[config.mk]
export PLATFORM = sky130hd
export DESIGN_NAME = ltc_top
export DESIGN_NICKNAME = d
export VERILOG_FILES = /design/src/design/ltc_pkg.sv /design/src/design/ltc_seq.sv /design/src/design/ltc_cmp.sv /design/src/design/ltc_top.sv
export SDC_FILE = /design/constraint.sdc
export NUM_CORES = 1
export LEC_CHECK = 0
export BUFFER_PORTS_ARGS = -buffer_cell sky130_fd_sc_hd__buf_4
export CAP_MARGIN = 20
export CORE_MARGIN = 4
export CORE_UTILIZATION = 62
export CTS_BUF_LIST = sky130_fd_sc_hd__clkbuf_4 sky130_fd_sc_hd__clkbuf_8
export CTS_CLUSTER_SIZE = 12
export DETAILED_ROUTE_END_ITERATION = 10
export PLACE_DENSITY = 0.83
export SYNTH_ARGS = -nofsm -noshare
export SYNTH_HDL_FRONTEND = slang
export SYNTH_SLANG_ARGS = --single-unit
[constraint.sdc]
create_clock -name clk_i -period 4.8 [get_ports clk_i]
set_clock_uncertainty 0.2 [all_clocks]
set_input_delay 1.2 -clock clk_i [delete_from_list [all_inputs] [get_ports clk_i]]
set_output_delay 1.2 -clock clk_i [all_outputs]
set_load 0.01 [all_outputs]
[src/design/ltc_pkg.sv]
// shared constants and carrier types for the light threshold configuration block
package ltc_pkg;

    // register offsets
    localparam logic [7:0] LTC_OFS_THR_LO = 8'h08;
    localparam logic [7:0] LTC_OFS_THR_HI = 8'h09;
    localparam logic [7:0] LTC_OFS_CFG    = 8'h0A;

    // reset values
    localparam logic [15:0] LTC_RST_THR_LO = 16'h0000;
    localparam logic [15:0] LTC_RST_THR_HI = 16'hBFFF;
    localparam logic [15:0] LTC_RST_CFG    = 16'h3208;

    // field positions
    localparam int LTC_EXP_MSB   = 15;
    localparam int LTC_EXP_LSB   = 12;
    localparam int LTC_MANT_MSB  = 11;
    localparam int LTC_WO_BIT    = 14;

    // range and mode codes
    localparam logic [3:0] LTC_RANGE_MAX_FIXED = 4'h6;
    localparam logic [3:0] LTC_RANGE_AUTO      = 4'hC;
    localparam logic [1:0] LTC_MODE_OFF        = 2'h0;
    localparam logic [1:0] LTC_MODE_ONE_AUTO   = 2'h1;
    localparam logic [1:0] LTC_MODE_ONE        = 2'h2;
    localparam logic [1:0] LTC_MODE_CONT       = 2'h3;

    localparam int LTC_NUM_CH     = 4;
    localparam int LTC_NUM_CTIME  = 12;
    localparam int LTC_CNT_W      = 24;

    // conversion time per channel in microseconds, and cycles at the clock rate
    localparam int unsigned LTC_CLK_MHZ = 20;
    localparam int unsigned LTC_CONV_US [LTC_NUM_CTIME] = '{600, 1000, 1800, 3400, 6500, 12700,
                                                          25000, 50000, 100000, 200000, 400000, 800000};
    localparam int unsigned LTC_CONV_CYC [LTC_NUM_CTIME] = '{
        LTC_CONV_US[0] * LTC_CLK_MHZ, LTC_CONV_US[1] * LTC_CLK_MHZ, LTC_CONV_US[2] * LTC_CLK_MHZ,
        LTC_CONV_US[3] * LTC_CLK_MHZ, LTC_CONV_US[4] * LTC_CLK_MHZ, LTC_CONV_US[5] * LTC_CLK_MHZ,
        LTC_CONV_US[6] * LTC_CLK_MHZ, LTC_CONV_US[7] * LTC_CLK_MHZ, LTC_CONV_US[8] * LTC_CLK_MHZ,
        LTC_CONV_US[9] * LTC_CLK_MHZ, LTC_CONV_US[10] * LTC_CLK_MHZ, LTC_CONV_US[11] * LTC_CLK_MHZ};

    typedef struct packed {
        logic [3:0]  exp;
        logic [11:0] mant;
    } ltc_thr_t;

    typedef struct packed {
        logic       fast_wake;
        logic       wo_zero;
        logic [3:0] range;
        logic [3:0] conv_time;
        logic [1:0] mode;
        logic       latch;
        logic       alert_pin_level;
        logic [1:0] fault_count;
    } ltc_cfg_t;

    typedef enum logic [2:0] {
        LTC_ST_IDLE = 3'b001,
        LTC_ST_CONV = 3'b010,
        LTC_ST_NEXT = 3'b100
    } ltc_state_t;

endpackage

[src/design/ltc_seq.sv]
// conversion sequencer: walks the four channels at the configured conversion time
`timescale 1ns/1ns
module ltc_seq #(
    parameter int unsigned CONV_CYC [ltc_pkg::LTC_NUM_CTIME] = ltc_pkg::LTC_CONV_CYC
) (
    input  wire logic                   clk_i,
    input  wire logic                   arst_n_i,
    input  wire logic [1:0]             mode_i,
    input  wire logic [3:0]             conv_time_i,
    input  wire logic                   oneshot_go_i,
    output logic                        conv_start_o,
    output logic                        chan_done_o,
    output logic                        oneshot_done_o,
    output logic [1:0]                  chan_o,
    output logic                        busy_o
);
    ltc_pkg::ltc_state_t             state_ff;
    ltc_pkg::ltc_state_t             nxt_state;
    logic [ltc_pkg::LTC_CNT_W-1:0]   cnt_ff;
    logic                            oneshot_ff;
    logic                            cont;
    logic                            expired;
    logic                            last_ch;
    logic [ltc_pkg::LTC_CNT_W-1:0]   limit;

    assign cont    = (mode_i == ltc_pkg::LTC_MODE_CONT);
    // codes above the table fall back to the longest time
    assign limit   = (conv_time_i < 4'(ltc_pkg::LTC_NUM_CTIME))
                   ? ltc_pkg::LTC_CNT_W'(CONV_CYC[conv_time_i] - 1)
                   : ltc_pkg::LTC_CNT_W'(CONV_CYC[ltc_pkg::LTC_NUM_CTIME-1] - 1);
    assign expired = (cnt_ff >= limit);
    assign last_ch = (chan_o == 2'(ltc_pkg::LTC_NUM_CH - 1));

    always_comb begin
        nxt_state = state_ff;
        case (state_ff)
            ltc_pkg::LTC_ST_IDLE: begin
                if (cont || oneshot_go_i) begin
                    nxt_state = ltc_pkg::LTC_ST_CONV;
                end
            end
            ltc_pkg::LTC_ST_CONV: begin
                if (expired) begin
                    nxt_state = ltc_pkg::LTC_ST_NEXT;
                end
            end
            ltc_pkg::LTC_ST_NEXT: begin
                // continuous restarts at once; one-shot stops after channel 3
                if (!last_ch || (cont && !oneshot_ff)) begin
                    nxt_state = ltc_pkg::LTC_ST_CONV;
                end else begin
                    nxt_state = ltc_pkg::LTC_ST_IDLE;
                end
            end
            default: nxt_state = ltc_pkg::LTC_ST_IDLE;
        endcase
    end

    always_ff @(posedge clk_i or negedge arst_n_i) begin
        if (!arst_n_i) begin
            state_ff       <= ltc_pkg::LTC_ST_IDLE;
            cnt_ff         <= '0;
            oneshot_ff     <= 1'b0;
            chan_o         <= 2'h0;
            conv_start_o   <= 1'b0;
            chan_done_o    <= 1'b0;
            oneshot_done_o <= 1'b0;
            busy_o         <= 1'b0;
        end else begin
            state_ff       <= nxt_state;
            cnt_ff         <= (state_ff == ltc_pkg::LTC_ST_CONV && !expired) ? cnt_ff + 1'b1 : '0;
            conv_start_o   <= (nxt_state == ltc_pkg::LTC_ST_CONV) && (state_ff != ltc_pkg::LTC_ST_CONV);
            chan_done_o    <= (state_ff == ltc_pkg::LTC_ST_CONV) && expired;
            oneshot_done_o <= (state_ff == ltc_pkg::LTC_ST_NEXT) && (nxt_state == ltc_pkg::LTC_ST_IDLE)
                              && oneshot_ff;
            busy_o         <= (nxt_state != ltc_pkg::LTC_ST_IDLE);
            if (state_ff == ltc_pkg::LTC_ST_IDLE && nxt_state == ltc_pkg::LTC_ST_CONV) begin
                oneshot_ff <= !cont;
                chan_o     <= 2'h0;
            end else if (state_ff == ltc_pkg::LTC_ST_NEXT) begin
                chan_o     <= chan_o + 2'h1;
            end
        end
    end
endmodule

[src/design/ltc_cmp.sv]
// threshold comparison, fault-count filter, flags and alert pin
`timescale 1ns/1ns
module ltc_cmp (
    input  wire logic               clk_i,
    input  wire logic               arst_n_i,
    input  wire logic               sample_i,
    input  wire ltc_pkg::ltc_thr_t  value_i,
    input  wire ltc_pkg::ltc_thr_t  thr_lo_i,
    input  wire ltc_pkg::ltc_thr_t  thr_hi_i,
    input  wire logic [1:0]         fault_count_i,
    input  wire logic               latch_i,
    input  wire logic               alert_pin_level_i,
    input  wire logic               flag_clear_i,
    output logic                    flag_hi_o,
    output logic                    flag_lo_o,
    output logic                    alert_o
);
    logic [3:0] hi_cnt_ff;
    logic [3:0] lo_cnt_ff;
    logic [3:0] need;
    logic       over;
    logic       under;
    logic       hi_hit;
    logic       lo_hit;
    logic       nxt_hi;
    logic       nxt_lo;

    // mantissa scaled by its exponent; the 27-bit result holds every exponent up to 15 without saturating
    function automatic logic [26:0] lin(input ltc_pkg::ltc_thr_t v);
        lin = {15'h0000, v.mant} << v.exp;
    endfunction

    assign need   = 4'h1 << fault_count_i;
    assign over   = lin(value_i) > lin(thr_hi_i);
    assign under  = lin(value_i) < lin(thr_lo_i);
    assign hi_hit = sample_i && over && (hi_cnt_ff + 4'h1 >= need);
    assign lo_hit = sample_i && under && (lo_cnt_ff + 4'h1 >= need);

    // latched flags hold until cleared, a new hit beats a clear in the same cycle
    always_comb begin
        nxt_hi = flag_hi_o;
        nxt_lo = flag_lo_o;
        if (latch_i) begin
            if (flag_clear_i) begin
                nxt_hi = 1'b0;
                nxt_lo = 1'b0;
            end
        end else if (sample_i) begin
            nxt_hi = 1'b0;
            nxt_lo = 1'b0;
        end
        if (hi_hit) begin
            nxt_hi = 1'b1;
        end
        if (lo_hit) begin
            nxt_lo = 1'b1;
        end
    end

    always_ff @(posedge clk_i or negedge arst_n_i) begin
        if (!arst_n_i) begin
            hi_cnt_ff <= 4'h0;
            lo_cnt_ff <= 4'h0;
            flag_hi_o <= 1'b0;
            flag_lo_o <= 1'b0;
            alert_o   <= 1'b1;
        end else begin
            if (sample_i) begin
                hi_cnt_ff <= over ? ((hi_cnt_ff < 4'h8) ? hi_cnt_ff + 4'h1 : hi_cnt_ff) : 4'h0;
                lo_cnt_ff <= under ? ((lo_cnt_ff < 4'h8) ? lo_cnt_ff + 4'h1 : lo_cnt_ff) : 4'h0;
            end
            flag_hi_o <= nxt_hi;
            flag_lo_o <= nxt_lo;
            alert_o   <= (nxt_hi || nxt_lo) ~^ alert_pin_level_i;
        end
    end
endmodule

[src/design/ltc_top.sv]
// threshold and main configuration registers with the logic they steer
//
// Notes on behaviour
// - the low threshold word holds a 4-bit exponent in 15:12 and a 12-bit result in 11:0, read/write, reset 0.
// - the high threshold word has the same layout, read/write, and resets to BFFFh.
// - range bits 13:10 pick the full scale, codes 0..6 fixed scales, code 12 auto-ranging, reset 12.
// - for codes 0..6 the range code equals the exponent code reported with results, except in the forced auto-range one-shot mode.
// - bits 9:6 set the per-channel conversion time from 600 us up to 800 ms, reset code 8.
// - bits 5:4 pick power-down, forced auto-range one-shot, one-shot or continuous, reset power-down.
// - bit 15 keeps part of the front end powered in standby for a faster wake, whenever idle and not in continuous mode.
// - bit 3 picks latched or non-latched threshold reporting, reset 1.
// - bit 2 sets the alert pin active level, 0 low and 1 high, reset low.
// - bits 1:0 need 1, 2, 4 or 8 consecutive violations before a flag rises.
// - each result exponent names the full-scale range the measurement was taken in.
// - a 2-bit selector picks which channel the threshold logic watches.
`timescale 1ns/1ns
module ltc_top #(
    parameter int unsigned CONV_CYC [ltc_pkg::LTC_NUM_CTIME] = ltc_pkg::LTC_CONV_CYC
) (
    input  wire logic               clk_i,
    input  wire logic               arst_n_i,
    input  wire logic [7:0]         reg_addr_i,
    input  wire logic               reg_wr_i,
    input  wire logic [15:0]        reg_wdata_i,
    input  wire logic               reg_rd_i,
    output logic [15:0]             reg_rdata_o,
    output logic                    reg_hit_o,
    input  wire logic [1:0]         compare_channel_sel_i,
    input  wire logic               flag_clear_i,
    input  wire logic [3:0]         adc_exp_i,
    input  wire logic [11:0]        adc_mant_i,
    output logic                    conv_start_o,
    output logic [1:0]              conv_chan_o,
    output logic [3:0]              conv_range_o,
    output logic                    conv_auto_o,
    output logic [3:0]              conv_time_o,
    output logic                    fe_power_o,
    output logic                    fe_keep_alive_o,
    output logic                    result_valid_o,
    output logic [1:0]              result_chan_o,
    output logic [3:0]              result_exp_o,
    output logic [11:0]             result_mant_o,
    output logic                    flag_hi_o,
    output logic                    flag_lo_o,
    output logic                    alert_o,
    output logic                    busy_o
);
    ltc_pkg::ltc_thr_t  thr_lo_ff;
    ltc_pkg::ltc_thr_t  thr_hi_ff;
    ltc_pkg::ltc_cfg_t  cfg_ff;
    ltc_pkg::ltc_cfg_t  nxt_cfg;
    ltc_pkg::ltc_thr_t  sample_val;
    logic               auto_run_ff;

    logic               wr_lo;
    logic               wr_hi;
    logic               wr_cfg;
    logic               hit;
    logic [15:0]        rd_mux;
    logic               oneshot_go;
    logic               seq_start;
    logic               seq_done;
    logic               seq_end;
    logic [1:0]         seq_chan;
    logic               seq_busy;
    logic               range_fixed;
    logic               sample;
    logic               nxt_auto;

    // address decode for the three registers held here
    assign wr_lo  = reg_wr_i && (reg_addr_i == ltc_pkg::LTC_OFS_THR_LO);
    assign wr_hi  = reg_wr_i && (reg_addr_i == ltc_pkg::LTC_OFS_THR_HI);
    assign wr_cfg = reg_wr_i && (reg_addr_i == ltc_pkg::LTC_OFS_CFG);
    assign hit    = (reg_addr_i == ltc_pkg::LTC_OFS_THR_LO) || (reg_addr_i == ltc_pkg::LTC_OFS_THR_HI)
                 || (reg_addr_i == ltc_pkg::LTC_OFS_CFG);

    // bit 14 is write-only and always reads back zero
    assign rd_mux = (reg_addr_i == ltc_pkg::LTC_OFS_THR_LO) ? thr_lo_ff :
                    (reg_addr_i == ltc_pkg::LTC_OFS_THR_HI) ? thr_hi_ff :
                    (reg_addr_i == ltc_pkg::LTC_OFS_CFG)
                        ? (cfg_ff & ~(16'h0001 << ltc_pkg::LTC_WO_BIT)) : 16'h0000;

    // a write of either one-shot code kicks off a single sweep
    assign oneshot_go = wr_cfg && ((reg_wdata_i[5:4] == ltc_pkg::LTC_MODE_ONE_AUTO)
                                || (reg_wdata_i[5:4] == ltc_pkg::LTC_MODE_ONE));

    // the configuration word; the sequencer drops the mode back to power-down
    // after a one-shot, unless the host writes in that very cycle
    always_comb begin
        nxt_cfg = cfg_ff;
        if (seq_end && (cfg_ff.mode != ltc_pkg::LTC_MODE_CONT)) begin
            nxt_cfg.mode = ltc_pkg::LTC_MODE_OFF;
        end
        if (wr_cfg) begin
            nxt_cfg = reg_wdata_i;
            nxt_cfg.wo_zero = 1'b0;
        end
    end

    // range code 12 and the forced auto one-shot mode both let the front end pick the range
    assign range_fixed = (cfg_ff.range <= ltc_pkg::LTC_RANGE_MAX_FIXED);
    assign nxt_auto    = oneshot_go ? (reg_wdata_i[5:4] == ltc_pkg::LTC_MODE_ONE_AUTO)
                       : auto_run_ff && (cfg_ff.mode != ltc_pkg::LTC_MODE_CONT);

    always_ff @(posedge clk_i or negedge arst_n_i) begin
        if (!arst_n_i) begin
            thr_lo_ff <= ltc_pkg::LTC_RST_THR_LO;
            thr_hi_ff <= ltc_pkg::LTC_RST_THR_HI;
            cfg_ff    <= ltc_pkg::LTC_RST_CFG;
        end else begin
            if (wr_lo) begin
                thr_lo_ff <= reg_wdata_i;
            end
            if (wr_hi) begin
                thr_hi_ff <= reg_wdata_i;
            end
            cfg_ff <= nxt_cfg;
        end
    end

    // read port answers one cycle after the strobe; unmapped offsets read zero
    always_ff @(posedge clk_i or negedge arst_n_i) begin
        if (!arst_n_i) begin
            reg_rdata_o <= 16'h0000;
            reg_hit_o   <= 1'b0;
        end else begin
            reg_rdata_o <= reg_rd_i ? rd_mux : reg_rdata_o;
            reg_hit_o   <= (reg_rd_i || reg_wr_i) && hit;
        end
    end

    ltc_seq #(
        .CONV_CYC       (CONV_CYC)
    ) u_seq (
        .clk_i          (clk_i),
        .arst_n_i       (arst_n_i),
        .mode_i         (cfg_ff.mode),
        .conv_time_i    (cfg_ff.conv_time),
        .oneshot_go_i   (oneshot_go),
        .conv_start_o   (seq_start),
        .chan_done_o    (seq_done),
        .oneshot_done_o (seq_end),
        .chan_o         (seq_chan),
        .busy_o         (seq_busy)
    );

    // front-end control; settings are frozen per conversion at its start pulse
    always_ff @(posedge clk_i or negedge arst_n_i) begin
        if (!arst_n_i) begin
            auto_run_ff     <= 1'b0;
            conv_start_o    <= 1'b0;
            conv_chan_o     <= 2'h0;
            conv_range_o    <= ltc_pkg::LTC_RANGE_AUTO;
            conv_auto_o     <= 1'b1;
            conv_time_o     <= 4'h0;
            fe_power_o      <= 1'b0;
            fe_keep_alive_o <= 1'b0;
            busy_o          <= 1'b0;
        end else begin
            auto_run_ff     <= nxt_auto;
            conv_start_o    <= seq_start;
            busy_o          <= seq_busy;
            fe_power_o      <= seq_busy;
            // standby between one-shots; the mode reads power-down after each sweep
            fe_keep_alive_o <= cfg_ff.fast_wake && !seq_busy
                               && (cfg_ff.mode != ltc_pkg::LTC_MODE_CONT);
            if (seq_start) begin
                conv_chan_o  <= seq_chan;
                conv_time_o  <= cfg_ff.conv_time;
                conv_auto_o  <= !range_fixed || auto_run_ff;
                conv_range_o <= (range_fixed && !auto_run_ff) ? cfg_ff.range : ltc_pkg::LTC_RANGE_AUTO;
            end
        end
    end

    // a fixed range reports its own code as the exponent; auto range takes the front end's
    assign sample_val.exp  = conv_auto_o ? adc_exp_i : conv_range_o;
    assign sample_val.mant = adc_mant_i;
    assign sample          = seq_done && (seq_chan == compare_channel_sel_i);

    always_ff @(posedge clk_i or negedge arst_n_i) begin
        if (!arst_n_i) begin
            result_valid_o <= 1'b0;
            result_chan_o  <= 2'h0;
            result_exp_o   <= 4'h0;
            result_mant_o  <= 12'h000;
        end else begin
            result_valid_o <= seq_done;
            if (seq_done) begin
                result_chan_o <= seq_chan;
                result_exp_o  <= sample_val.exp;
                result_mant_o <= sample_val.mant;
            end
        end
    end

    ltc_cmp u_cmp (
        .clk_i             (clk_i),
        .arst_n_i          (arst_n_i),
        .sample_i          (sample),
        .value_i           (sample_val),
        .thr_lo_i          (thr_lo_ff),
        .thr_hi_i          (thr_hi_ff),
        .fault_count_i     (cfg_ff.fault_count),
        .latch_i           (cfg_ff.latch),
        .alert_pin_level_i (cfg_ff.alert_pin_level),
        .flag_clear_i      (flag_clear_i),
        .flag_hi_o         (flag_hi_o),
        .flag_lo_o         (flag_lo_o),
        .alert_o           (alert_o)
    );
endmodule

Word-level counts from Yosys, hierarchy flattened
Memory sizes are Yosys's and may differ from the RTL's.
Cells that the tools add are included.
{"block": "totals", "ff_bits": 143, "romBits": 512, "inputBits": 47, "output_inout_bits": 54, "memories": 1}
{"block": "op_classes", "addsub": 5, "magnitude_cmp": 10, "n_eq_ne": 18, "shift": 4, "muxes": 30, "bitwise_logic": 2, "reduce_logical": 41}
{"memory": "(no name shown)", "words": 16, "word_bits": 32, "read_ports": 1, "rd_clocked_by_memory_dff": 0, "write_ports": 0, "line_no": "ltc_seq.sv:29", "text": "? ltc_pkg::LTC_CNT_W'(CONV_CYC[conv_time_i] - 1)"}
{"operator": "$mux W24", "count": 4}
{"operator": "$shl A12 B4 Y27", "count": 3}
{"operator": "$mux W16", "count": 3}
{"operator": "$gt A27 B27 Y1", "count": 1}
{"operator": "$lt A27 B27 Y1", "count": 1}
{"operator": "$add A24 B1 Y24 const B", "count": 1}
{"operator": "$eq A8 B4 Y1 const B", "count": 3}
{"operator": "$ge A24 B24 Y1", "count": 1}
{"operator": "$mux W4", "count": 6}
{"operator": "$sub A24 B1 Y24 const B", "count": 1}
{"operator": "$logic_and A1 B1 Y1", "count": 22}
{"operator": "$lt A4 B4 Y1 const B", "count": 3}
{"operator": "$mux W1", "count": 9}
{"operator": "$pmux W3 S3", "count": 1}
{"operator": "$add A4 B1 Y4 const B", "count": 2}
{"operator": "$ge A4 B4 Y1", "count": 2}
{"operator": "$logic_or A1 B1 Y1", "count": 8}
{"operator": "$mux W2", "count": 4}
{"operator": "$logic_not A1 Y1", "count": 7}
{"operator": "$eq A2 B2 Y1 const B", "count": 3}
{"operator": "$eq A3 B1 Y1 const B", "count": 2}
{"operator": "$eq A3 B2 Y1 const B", "count": 2}
{"operator": "$mux W3", "count": 2}
{"operator": "$mux W6", "count": 1}
{"operator": "14 further kinds", "count": 18}

Logic depth before layout (Yosys ltp)
Gate-level depths: netlist (run 1).
{"block": "depth", "ltp_word": 12, "ltp_mapped": 23}

Hierarchy
Synthesis (run 1) repeated with hierarchy kept, for this count alone.
{"block": "hier_totals", "cells_unflattened": 1087, "hier_area_um2": 10592.7}
{"module": "ltc_top", "instances": 1, "cells_each": 277, "area_each_um2": 4108.9, "seq_area_each_um2": 2479.9}
{"module": "ltc_cmp", "instances": 1, "cells_each": 504, "area_each_um2": 3794.9, "seq_area_each_um2": 276.5}
{"module": "ltc_seq", "instances": 1, "cells_each": 306, "area_each_um2": 2688.8, "seq_area_each_um2": 852.1}

Worst setup path before layout (run 1)
Ideal clock, no wire load.
{"block": "synth_path", "path_kind": "input-to-reg", "from": "input port adc_exp_i[0]", "to": "register u_cmp.alert_o", "setup_time_ns": 0.075, "arrival_time_ns": 3.931, "t_required_ns": 4.525, "path_slack_ns": 0.594, "stages": 14, "path_cell_list": "mux2i_1 -> buf_2 -> buf_2 -> mux2i_1 -> mux2i_1 -> o22ai_1 -> ha_1 -> a211oi_1 -> nor2_1 -> a2111oi_0 -> o211ai_1 -> a22oi_1 -> o311a_1 -> xor2_1"}
{"block": "synth_between", "elab_chain_cells": 8, "word_cells_on_any_way": 12, "cone_classes": "order compare (2); shift (1); mux (3); bitwise (1); reduce/logical (5)"}
{"element": "start: declaration", "line_no": "ltc_top.sv:30", "text": "input wire logic [3:0] adc_exp_i,"}
{"element": "$mux W4 *", "line_no": "ltc_top.sv:177", "text": "assign sample_val.exp = conv_auto_o ? adc_exp_i : conv_range_o;"}
{"element": "$shl A12 B4 Y27 *", "line_no": "ltc_cmp.sv:30", "text": "lin = {15'h0000, v.mant} << v.exp;"}
{"element": "$gt A27 B27 Y1 or $lt A27 B27 Y1 (tied branches)", "line_no": "ltc_cmp.sv:34, ltc_cmp.sv:35"}
{"element": "$logic_and A1 B1 Y1 (on tied branches) (2 in series)", "line_no": "ltc_cmp.sv:36, ltc_cmp.sv:37"}
{"element": "$mux W1 (on tied branches)", "line_no": "ltc_cmp.sv:52, ltc_cmp.sv:55"}
{"element": "$logic_or A1 B1 Y1 *", "line_no": "ltc_cmp.sv:74", "text": "alert_o <= (nxt_hi || nxt_lo) ~^ alert_pin_level_i;"}
{"element": "$xnor A1 B1 Y1 *", "line_no": "ltc_cmp.sv:74"}
{"element": "end signal: assignment", "line_no": "ltc_cmp.sv:74"}
{"element": "end: declaration", "line_no": "ltc_cmp.sv:16", "text": "output logic alert_o"}
Mark *: on every way between the ends. The rest lies on a longest branch, timed or not.
A chain may end at the register's enable or synchronous reset.

Worst setup path in the final report (run 1)
{"block": "layout_path", "from": "input port adc_exp_i[1]", "to": "register u_cmp.alert_o"}
Same word-level chain as after synthesis.

==> flow_summary_export.csv, run 1 <==
group,metric,value,unit
status,status,"finished clean",
clocking,cts-htree-levels,4,
routing,routed_wirelength,25.9,mm
worst_setup_path,worstSetupPathType,"input port to flop",
timing,rsz0062_at_grt,"false",
layout,drive_gt1_share,22.8,%
layout,nets,1338,
worst_setup_path,worstReg2RegEnd,"u_cmp.alert_o",
logic_synthesis,synth-xor-area-share,2.78,%
worst_setup_path,cp.required,5000,ps
worst_setup_path,cp_max_fo,12,
global_routing,antenna_found_initial,0,
job,cap_violations,0,
timing,fin_crit_sh,91.2,%
timing,max-slew-margin-rel,36.4,%
routing,drtAntennaViolNets,0,
timing,finalHoldViolCount,0,
power,p_leak,0.00537,uW
logic_synthesis,synth_flop_cell,"dfrtp_1",
logic_synthesis,ys_seq_area_share,34.8,%
timing,period_minus_slack,4380,ps
worst_setup_path,cp-start-kind,"input port",
logic_synthesis,syn_area,10400,sq um
worst_setup_path,r2r_slack,600,ps
logic_synthesis,synthSimpleGateAreaFrac,16.4,%
logic_synthesis,synth.area.mux_share,18.0,%
placement,port_buffers,100,
logic_synthesis,synth_compound_area_share,13.2,%
clocking,cts.repair.resized,0,
global_routing,globalRouteOverflowTotal,0,
logic_synthesis,synth_fa_ha_area_share,11.2,%
logic_synthesis,synth_top_family_by_area,"multiplexers",
placement,hpwl,19.8,mm
logic_synthesis,netlist_instances,1117,
timing,worst_pin_slew,953,ps
clocking,post_cts_buffers,0,
clocking,clock-sinks,143,
logic_synthesis,syn_area_per_cell,9.29,sq um
placement,dp_slack,-17.7,ps
worst_setup_path,r2r_cells,14,
clocking,cts_tree,"built",
layout,area_delta_synth_final,13.1,%
floorplan,die_height,137,um
worst_setup_path,end_kind,"flop",
floorplan,dieWidth,137,um
clocking,clk_pin_slew_worst_paths,90,ps
routing,drt_iter0_drc,469,
timing,setup_ws,423,ps
power,ir_drop,0.203,mV
clocking,hold_buffers,0,
routing,vias,8676,
placement,place.gp.congestion,0.921,
power,p_per_area,233,nW/um^2
logic_synthesis,synth_seq_cells,143,
global_routing,grt_util_all_layers,28.3,%
floorplan,io-pin-count,101,
logic_synthesis,synth_async_sr_flop_share,100,%
logic_synthesis,synth_edf_count,0,
layout,antenna_cells,0,
timing,fmax,0.228,GHz
global_routing,grt_start_max_net_pins,105,
floorplan,rows,47,
logic_synthesis,synth_fp_nets,1257,
clocking,cts_buffers,17,
logic_synthesis,ys_warn_count,0,
global_routing,grt_pass1_wl,42.2,mm
hold_path,holdPathStages,0,
timing,slew_viol_final,0,
clocking,clockBufferDepth,2,
hold_path,hold_path_end,"busy_o",
worst_setup_path,r2r-start,"conv_auto_o",
global_routing,grt_pass1_vias,8429,
hold_path,hold_class,"flop to flop",
floorplan,initial_core_util,63.0,%
hold_path,hp-start,"u_seq.busy_o",
clocking,cts-root-buf,"clkbuf_8",
timing,hold_slack,183,ps
timing,finalSetupTns,0,ps
worst_setup_path,cp_data_arrival_time,4580,ps
routing,route.detailed.drc,0,
logic_synthesis,ys_types,68,
floorplan,die_area,18900,sq um
floorplan,core,16500,sq um
routing,wire_per_inst,18.1,um
routing,drtPass1Iterations,6,
timing,finalSetupViolCount,0,
clocking,clock_latency,470,ps
routing,drt-vias-per-instance,6.06,
-- cells by family after synthesis --
logic type / count (synthesis)
compound gates: 227
xor+xnor: 33
fa+ha+maj: 93
buf+inv: 91
flops: 143
mux: 177
simple gates: 353
-- synth_stat cells (3+ instances only) --
cell	instances	area, sq um
or2_2	11	68.8
o21ai_0	47	235
nor3_1	11	55.1
xnor2_1	20	175
clkbuf_1	31	116
buf_4	3	22.5
a31oi_1	7	43.8
mux2i_1	96	961
buf_2	12	60.1
a211oi_1	6	45.0
dfstp_2	24	631
o211ai_1	3	22.5
mux2_2	81	912
a21o_1	13	97.6
nor2_1	130	488
ha_1	93	1160
o22ai_1	24	150
nand2b_1	13	81.3
nand3_1	30	150
nand2_1	85	319
a21oi_1	89	445
nor3b_1	5	37.5
o31ai_1	4	30.0
and3_1	12	75.1
xor2_1	13	114
nor2b_1	15	93.8
dfrtp_1	119	2980
inv_1	36	135
a2bb2oi_1	6	52.6
nand3b_1	4	30.0
and2_1	5	31.3
nand4_1	15	93.8
a22oi_1	4	30.0
buf_1	7	26.3
-- power by group --
group          total (uW)  internal, uW  switching, uW  leakage, uW
Sequential           1300          1240           56.8      0.00185
Clock                1040           537            504     0.000213
Combinational         400           174            226      0.00331
Total                2740          1950            787      0.00537
-- worst max-delay path: stages --
cell,delay (ps)
buf_4,120
mux2_2,390
mux2i_1,260
mux2i_1,130
mux2i_1,220
o22ai_1,170
ha_1,330
a211oi_1,230
nor2_1,80
a2111oi_0,450
buf_4,200
o211ai_1,150
a22oi_1,270
o311a_1,210
xor2_1,150
-- worst max-delay path by stage --
| stage | from | slack, ps | endpoint | cells after the start |
|---|---|---|---|---|
| 2_1_floorplan | adc_exp_i[0] | 590 | u_cmp.alert_o | 14 |
| 3_3_place_gp | adc_exp_i[1] | 140 | u_cmp.alert_o | 15 |
| 3_5_place_dp | adc_exp_i[1] | -20 | u_cmp.alert_o | 15 |
| 4_1_cts | adc_exp_i[1] | 480 | u_cmp.alert_o | 15 |
| 5_1_grt | adc_exp_i[1] | 130 | u_cmp.alert_o | 15 |
| 6_report | adc_exp_i[1] | 420 | u_cmp.alert_o | 15 |
-- cell type report --
type / count / area (sq um)
fill: 1301 / 4730
clock buffer: 18 / 248
tap: 220 / 275
clock inverter: 14 / 181
timing repair buffer: 116 / 887
multi-input combinational: 883 / 6400
sequential: 143 / 3610
inverter: 37 / 139
-- registers in the layout, indices dropped and copies added (netlist names), 2 cells and up --
signal,count
conv_chan_o,2
u_seq.state_ff,3
u_seq.chan_o,2
cfg_ff,15
reg_rdata_o,16
thr_hi_ff,16
conv_time_o,4
result_mant_o,12
result_exp_o,4
u_cmp.lo_cnt_ff,4
result_chan_o,2
thr_lo_ff,16
u_cmp.hi_cnt_ff,4
conv_range_o,4
u_seq.cnt_ff,24
-- routing by layer --
metal | up-vias | part of all wire, % | GRT usage [%]
met2 | 245 | 49 | 46.4
met1 | 4195 | 43 | 37.7
met3 | 56 | 5.1 | 5.04
met4 | 0 | 2.9 | 9.98
li1 | 4180 | - | -
met5 | - | 0 | 0
-- through the flow --
| stage | area (sq um) | cells | utilization [%] | total power (uW) |
|---|---|---|---|---|
| 2_1_floorplan | 10400 | 1117 | - | 1570 |
| 3_3_place_gp | 11300 | 1398 | 68.6 | 1700 |
| 3_5_place_dp | 11300 | 1398 | 68.6 | 1720 |
| 4_1_cts | 11700 | 1430 | 71.2 | 2750 |
| 5_1_grt | 11700 | 1431 | 71.3 | 2870 |
| 6_report | 11700 | 1431 | 71.3 | 2740 |
-- placed cells by master (no fill, tap or decap), drive strengths merged, types with 3 or more instances in the layout --
| cell type | synthesis | final |
|---|---|---|
| ha | 93 | 93 |
| and3 | 12 | 12 |
| a21oi | 89 | 89 |
| xor2 | 13 | 13 |
| a22oi | 4 | 4 |
| a31oi | 7 | 7 |
| nand3 | 32 | 32 |
| nand2b | 13 | 13 |
| buf | 23 | 116 |
| nand2 | 85 | 85 |
| o21ai | 48 | 48 |
| mux2 | 81 | 81 |
| a21o | 13 | 13 |
| inv | 36 | 40 |
| mux2i | 96 | 96 |
| or2 | 11 | 11 |
| clkinv | 1 | 6 |
| nand4 | 16 | 16 |
| xnor2 | 20 | 20 |
| a211oi | 6 | 6 |
| clkbuf | 31 | 18 |
| dfstp | 24 | 24 |
| nand3b | 4 | 4 |
| nor2b | 15 | 15 |
| a2bb2oi | 6 | 6 |
| nor3 | 12 | 12 |
| dfrtp | 119 | 119 |
| bufinv | 0 | 3 |
| and2 | 5 | 5 |
| o22ai | 24 | 24 |
| nor3b | 5 | 5 |
| o211ai | 3 | 3 |
| nor2 | 131 | 131 |
| o31ai | 4 | 4 |
No activity file was read; power rests on OpenSTA's default activity.
==> run 2, diff against run 1 <==
Settings changed: RECOVER_POWER set to 25.
==> flow_summary_export.csv, run 2 (synthesized netlist as in run 1, its figures left out) <==
group,metric,value,unit
worst_setup_path,r2r_slack,440,ps
layout,fin_cells,1431,
clocking,cts_buffers,17,
layout,nets,1338,
global_routing,antenna_found_initial,0,
timing,fmax,0.228,GHz
placement,hpwl,19.8,mm
timing,rsz0062_at_grt,"false",
placement,dp.cells,1398,
clocking,clock-sinks,143,
timing,worst_pin_slew,2590,ps
floorplan,initial_core_util,63.0,%
floorplan,die_area,18900,sq um
layout,regMostFlops,"u_seq.cnt_ff",
layout,final_area,11700,sq um
global_routing,grt_start_max_net_pins,105,
clocking,hold_buffers,0,
global_routing,grt_pass1_wl,42.2,mm
routing,drtPass1Iterations,5,
clocking,post_cts_buffers,0,
clocking,cts-root-buf,"clkbuf_8",
global_routing,globalRouteOverflowTotal,0,
timing,slew_viol_final,105,
layout,largest_reg_flops,24,
hold_path,hold_class,"flop to flop",
layout,multiInputGateArea,6400,sq um
floorplan,io-pin-count,101,
layout,layout_commonest_cell,"nor2_1",
worst_setup_path,path_cells,"buf_4 > mux2_2 > mux2i_1 > mux2i_1 > mux2i_1 > o22ai_1 > ha_1 > a211oi_1 > nor2_1 > a2111oi_0 > buf_4 > o211ai_1 > a22oi_1 > o311a_1 > xor2_1",
job,cap_violations,1,
routing,vias,8647,
clocking,cts_tree,"built",
worst_setup_path,slowest_stage,"a2111oi_0",
global_routing,grt_pass1_vias,8429,
routing,routed_wirelength,25.9,mm
worst_setup_path,worstSetupPathType,"input port to flop",
layout,area_delta_synth_final,12.9,%
worst_setup_path,cp.required,5010,ps
timing,hold_slack,183,ps
clocking,clock_latency,470,ps
floorplan,rows,47,
worst_setup_path,critPathTopFamily,"compound AO/OA/AOI/OAI gates",
floorplan,die_height,137,um
layout,fill_cells,1307,
routing,drt-vias-per-instance,6.04,
clocking,clk_pin_slew_worst_paths,90,ps
power,p_per_area,234,nW/um^2
worst_setup_path,cp_data_arrival_time,4590,ps
timing,max-slew-margin-rel,-72.7,%
routing,route.detailed.drc,0,
power,ir_drop,0.203,mV
worst_setup_path,cpMostUsedCell,"mux2i_1",
clocking,cts-htree-levels,4,
worst_setup_path,critPathMaxStageDelay,450,ps
status,status,"finished, violations left",
layout,drive_gt1_share,22.5,%
worst_setup_path,cp-start-kind,"input port",
routing,drtAntennaViolNets,0,
worst_setup_path,cp.buffers_inverters,2,
floorplan,dieWidth,137,um
status,violations,"capacitance limit, slew limit",
placement,port_buffers,100,
timing,fin_crit_sh,91.2,%
timing,setup_ws,420,ps
placement,post_dp_cell_area,11300,sq um
timing,finalHoldViolCount,0,
placement,place.gp.congestion,0.921,
global_routing,grt_util_all_layers,28.3,%
layout,final_cell_mix,"130 x nor2_1, 119 x dfrtp_1, 112 x buf_4",
layout,antenna_cells,0,
routing,wire_per_inst,18.1,um
routing,drt_iter0_drc,476,
clocking,clockBufferDepth,2,
worst_setup_path,end_kind,"flop",
placement,dp_slack,-17.7,ps
worst_setup_path,cp_max_fo,12,
clocking,cts.repair.resized,0,
layout,regArea,3610,sq um
floorplan,core,16500,sq um
timing,finalSetupViolCount,0,
power,p_leak,0.00536,uW
timing,period_minus_slack,4380,ps
## run 2: changes by cell type in the layout (fill, tap and decap cells not counted)
cell / previous run / this run
mux2i_1: 95 / 96
buf_6: 1 / 0
mux2i_2: 1 / 0
clkbuf_1: 0 / 2
buf_4: 114 / 112
clkbuf_2: 0 / 1
## run 2: worst reg2reg max path, stage by stage, from the launching register on
cell       delay [ps]
dfstp_2           590
clkbuf_1          450
mux2_2            540
mux2i_1           280
o22ai_1           170
ha_1              330
a211oi_1          230
nor2_1             90
a2111oi_0         450
buf_4             200
o211ai_1          150
a22oi_1           270
o311a_1           210
xor2_1            150
## run 2: stage by stage
stage | utilization, % | TNS, ps | total power [uW]
after floorplan | - | 0 | 1570
after global placement | 68.6 | 0 | 1700
after detailed placement | 68.6 | -17.7 | 1720
after CTS | 71.2 | 0 | 2750
after global routing | 71.2 | 0 | 2870
final | 71.2 | 0 | 2740
## run 2: report_power, final
| group | switching (uW) | internal [uW] |
|---|---|---|
| Combinational | 226 | 174 |
| Clock | 507 | 537 |
| Sequential | 57.0 | 1240 |
## run 2: final timing paths
path	cells past startpoint	end	startpoint
max	15	u_cmp.alert_o	adc_exp_i[1]
min	0	busy_o	u_seq.busy_o
max reg2reg	13	u_cmp.alert_o	conv_auto_o
max in group asynchronous	1	thr_lo_ff[6]	arst_n_i
min in group asynchronous	1	result_mant_o[6]	arst_n_i
min reg2reg	0	busy_o	u_seq.busy_o
## run 2: area by class of cell
type	count	share of cell area, %
multi-input combinational	883	54.6
sequential	143	30.8
timing repair buffer	116	7.45
tap	220	2.35
clock buffer	18	2.11
clock inverter	14	1.55
inverter	37	1.18
## run 2: layer usage
| metal | up-vias | global-route usage (%) | part of all wire, % |
|---|---|---|---|
| li1 | 4188 | - | - |
| met1 | 4179 | 37.7 | 44 |
| met2 | 226 | 46.4 | 48 |
| met3 | 54 | 5.04 | 4.9 |
| met4 | 0 | 9.98 | 2.9 |
| met5 | - | 0 | 0 |
==> run 3, diff against run 2 <==
Settings changed: CORE_UTILIZATION 62 to 55, PLACE_DENSITY 0.83 to 0.75.
==> flow_summary_export.csv, run 3 (synthesized netlist as in run 1, its figures left out) <==
group,metric,value,unit
worst_setup_path,startpoint,"adc_exp_i[1]",
clocking,cts.repair.resized,0,
routing,drtPass1Iterations,6,
worst_setup_path,cp_data_arrival_time,4570,ps
clocking,cts-root-buf,"clkbuf_8",
timing,worst_pin_slew,2480,ps
layout,fill_cells,1554,
power,p_switching,781,uW
power,p_per_area,226,nW/um^2
placement,hpwl,20.5,mm
clocking,clockBufferDepth,2,
timing,rsz0062_at_grt,"false",
power,internal-power,1870,uW
routing,route.detailed.drc,0,
worst_setup_path,r2r-start,"conv_auto_o",
timing,max-slew-margin-rel,-65.4,%
clocking,clock-sinks,143,
floorplan,die_area,21100,sq um
worst_setup_path,cp_max_fo,11,
global_routing,antenna_found_initial,0,
worst_setup_path,cp.required,5000,ps
placement,port_buffers,100,
layout,largest_reg_flops,24,
floorplan,io-pin-count,101,
layout,area_delta_synth_final,12.8,%
placement,place.gp.congestion,0.928,
power,p_leak,0.00535,uW
power,seqPwrFrac,49.0,%
routing,drtAntennaViolNets,0,
timing,fmax,0.229,GHz
layout,multiInputGateArea,6400,sq um
worst_setup_path,end_kind,"flop",
global_routing,grt_start_max_net_pins,98,
global_routing,grt_util_all_layers,25.1,%
layout,regArea,3610,sq um
worst_setup_path,worstSetupPathType,"input port to flop",
routing,vias,8546,
floorplan,dieWidth,145,um
global_routing,grt_pass1_wl,43.2,mm
clocking,post_cts_buffers,0,
timing,slew_viol_final,98,
timing,period_minus_slack,4370,ps
worst_setup_path,cp-start-kind,"input port",
clocking,hold_buffers,0,
global_routing,globalRouteOverflowTotal,0,
hold_path,hp-start,"u_seq.busy_o",
layout,final_cell_mix,"130 x nor2_1, 119 x dfrtp_1, 114 x buf_4",
worst_setup_path,r2r_slack,480,ps
placement,dp.cells,1410,
timing,fin_crit_sh,91.1,%
routing,drt-vias-per-instance,5.93,
power,p_clk_share,35.8,%
hold_path,hold_class,"flop to flop",
layout,nets,1340,
timing,finalSetupViolCount,0,
power,ir_drop,0.166,mV
routing,wire_per_inst,18.5,um
layout,layout_commonest_cell,"nor2_1",
floorplan,rows,49,
layout,drive_gt1_share,22.8,%
global_routing,grt_pass1_vias,8054,
layout,regMostFlops,"u_seq.cnt_ff",
job,cap_violations,1,
status,violations,"capacitance limit, slew limit",
floorplan,core,18300,sq um
clocking,clk_pin_slew_worst_paths,90,ps
clocking,cts_tree,"built",
status,status,"finished, violations left",
floorplan,die_height,145,um
timing,finalHoldViolCount,0,
floorplan,initial_core_util,56.8,%
power,comb_power_share,15.2,%
clocking,cts-htree-levels,4,
clocking,cts_buffers,17,
timing,finalSetupTns,0,ps
layout,fin_cells,1442,
routing,drt_iter0_drc,461,
power,switching_share,29.5,%
routing,routed_wirelength,26.6,mm
clocking,clock_latency,460,ps
layout,antenna_cells,0,
## run 3: cell count changes in the layout (fill, tap and decap cells not counted), sizes merged
cell / previous run / this run
buf: 113 / 115
bufinv: 3 / 1
clkbuf: 21 / 23
clkinvlp: 2 / 3
inv: 40 / 39
## run 3: final timing paths
path / end / cells after the start
max: u_cmp.alert_o / 15
min: busy_o / 0
max reg2reg: u_cmp.alert_o / 13
min reg2reg: busy_o / 0
max in group asynchronous: cfg_ff[15] / 1
min in group asynchronous: result_mant_o[6] / 1
## run 3: critical path, stage by stage
cell and delay (ps):
buf_4 120, mux2_2 390, mux2i_1 280, mux2i_1 130, mux2i_1 240, o22ai_1 170
ha_1 340, a211oi_1 240, nor2_1 80, a2111oi_0 400, buf_4 190, o211ai_1 150
a22oi_1 270, o311a_1 220, xor2_1 150
## run 3: stage by stage
| step | util (%) | power (uW) | instance area [sq um] | setup slack, ps | hold WS, ps |
|---|---|---|---|---|---|
| 6_report | 64.1 | 2650 | 11700 | 429 | 175 |
| 3_3_place_gp | 62.0 | 1710 | 11300 | 128 | 159 |
| 5_1_grt | 64.1 | 2770 | 11700 | 179 | 201 |
| 2_1_floorplan | - | 1570 | 10400 | 594 | 147 |
| 4_1_cts | 64.1 | 2670 | 11700 | 511 | 182 |
| 3_5_place_dp | 62.0 | 1720 | 11300 | 14.5 | 163 |
## run 3: cell type report
cell class | instances | share of cell area [%]
repair buffers | 118 | 7.59
flip-flops and latches | 143 | 30.8
clock buffers | 20 | 2.35
multi-input cells | 883 | 54.7
well taps | 229 | 2.45
inverters | 37 | 1.19
clock inverters | 12 | 0.919
## run 3: power by group through the flow
| stage | clock network, uW | logic [uW] | registers, uW |
|---|---|---|---|
| after global routing | 1010 | 451 | 1310 |
| after CTS | 966 | 404 | 1300 |
| after floorplan | 0 | 278 | 1290 |
| after global placement | 0 | 397 | 1320 |
| after detailed placement | 0 | 402 | 1320 |
| final | 949 | 403 | 1300 |
## run 3: metal layers
metal	GRT usage (%)	routed length (um)
met5	0	0
met4	7.22	486
met3	3.49	968
met2	40.8	12700
met1	35.2	12500
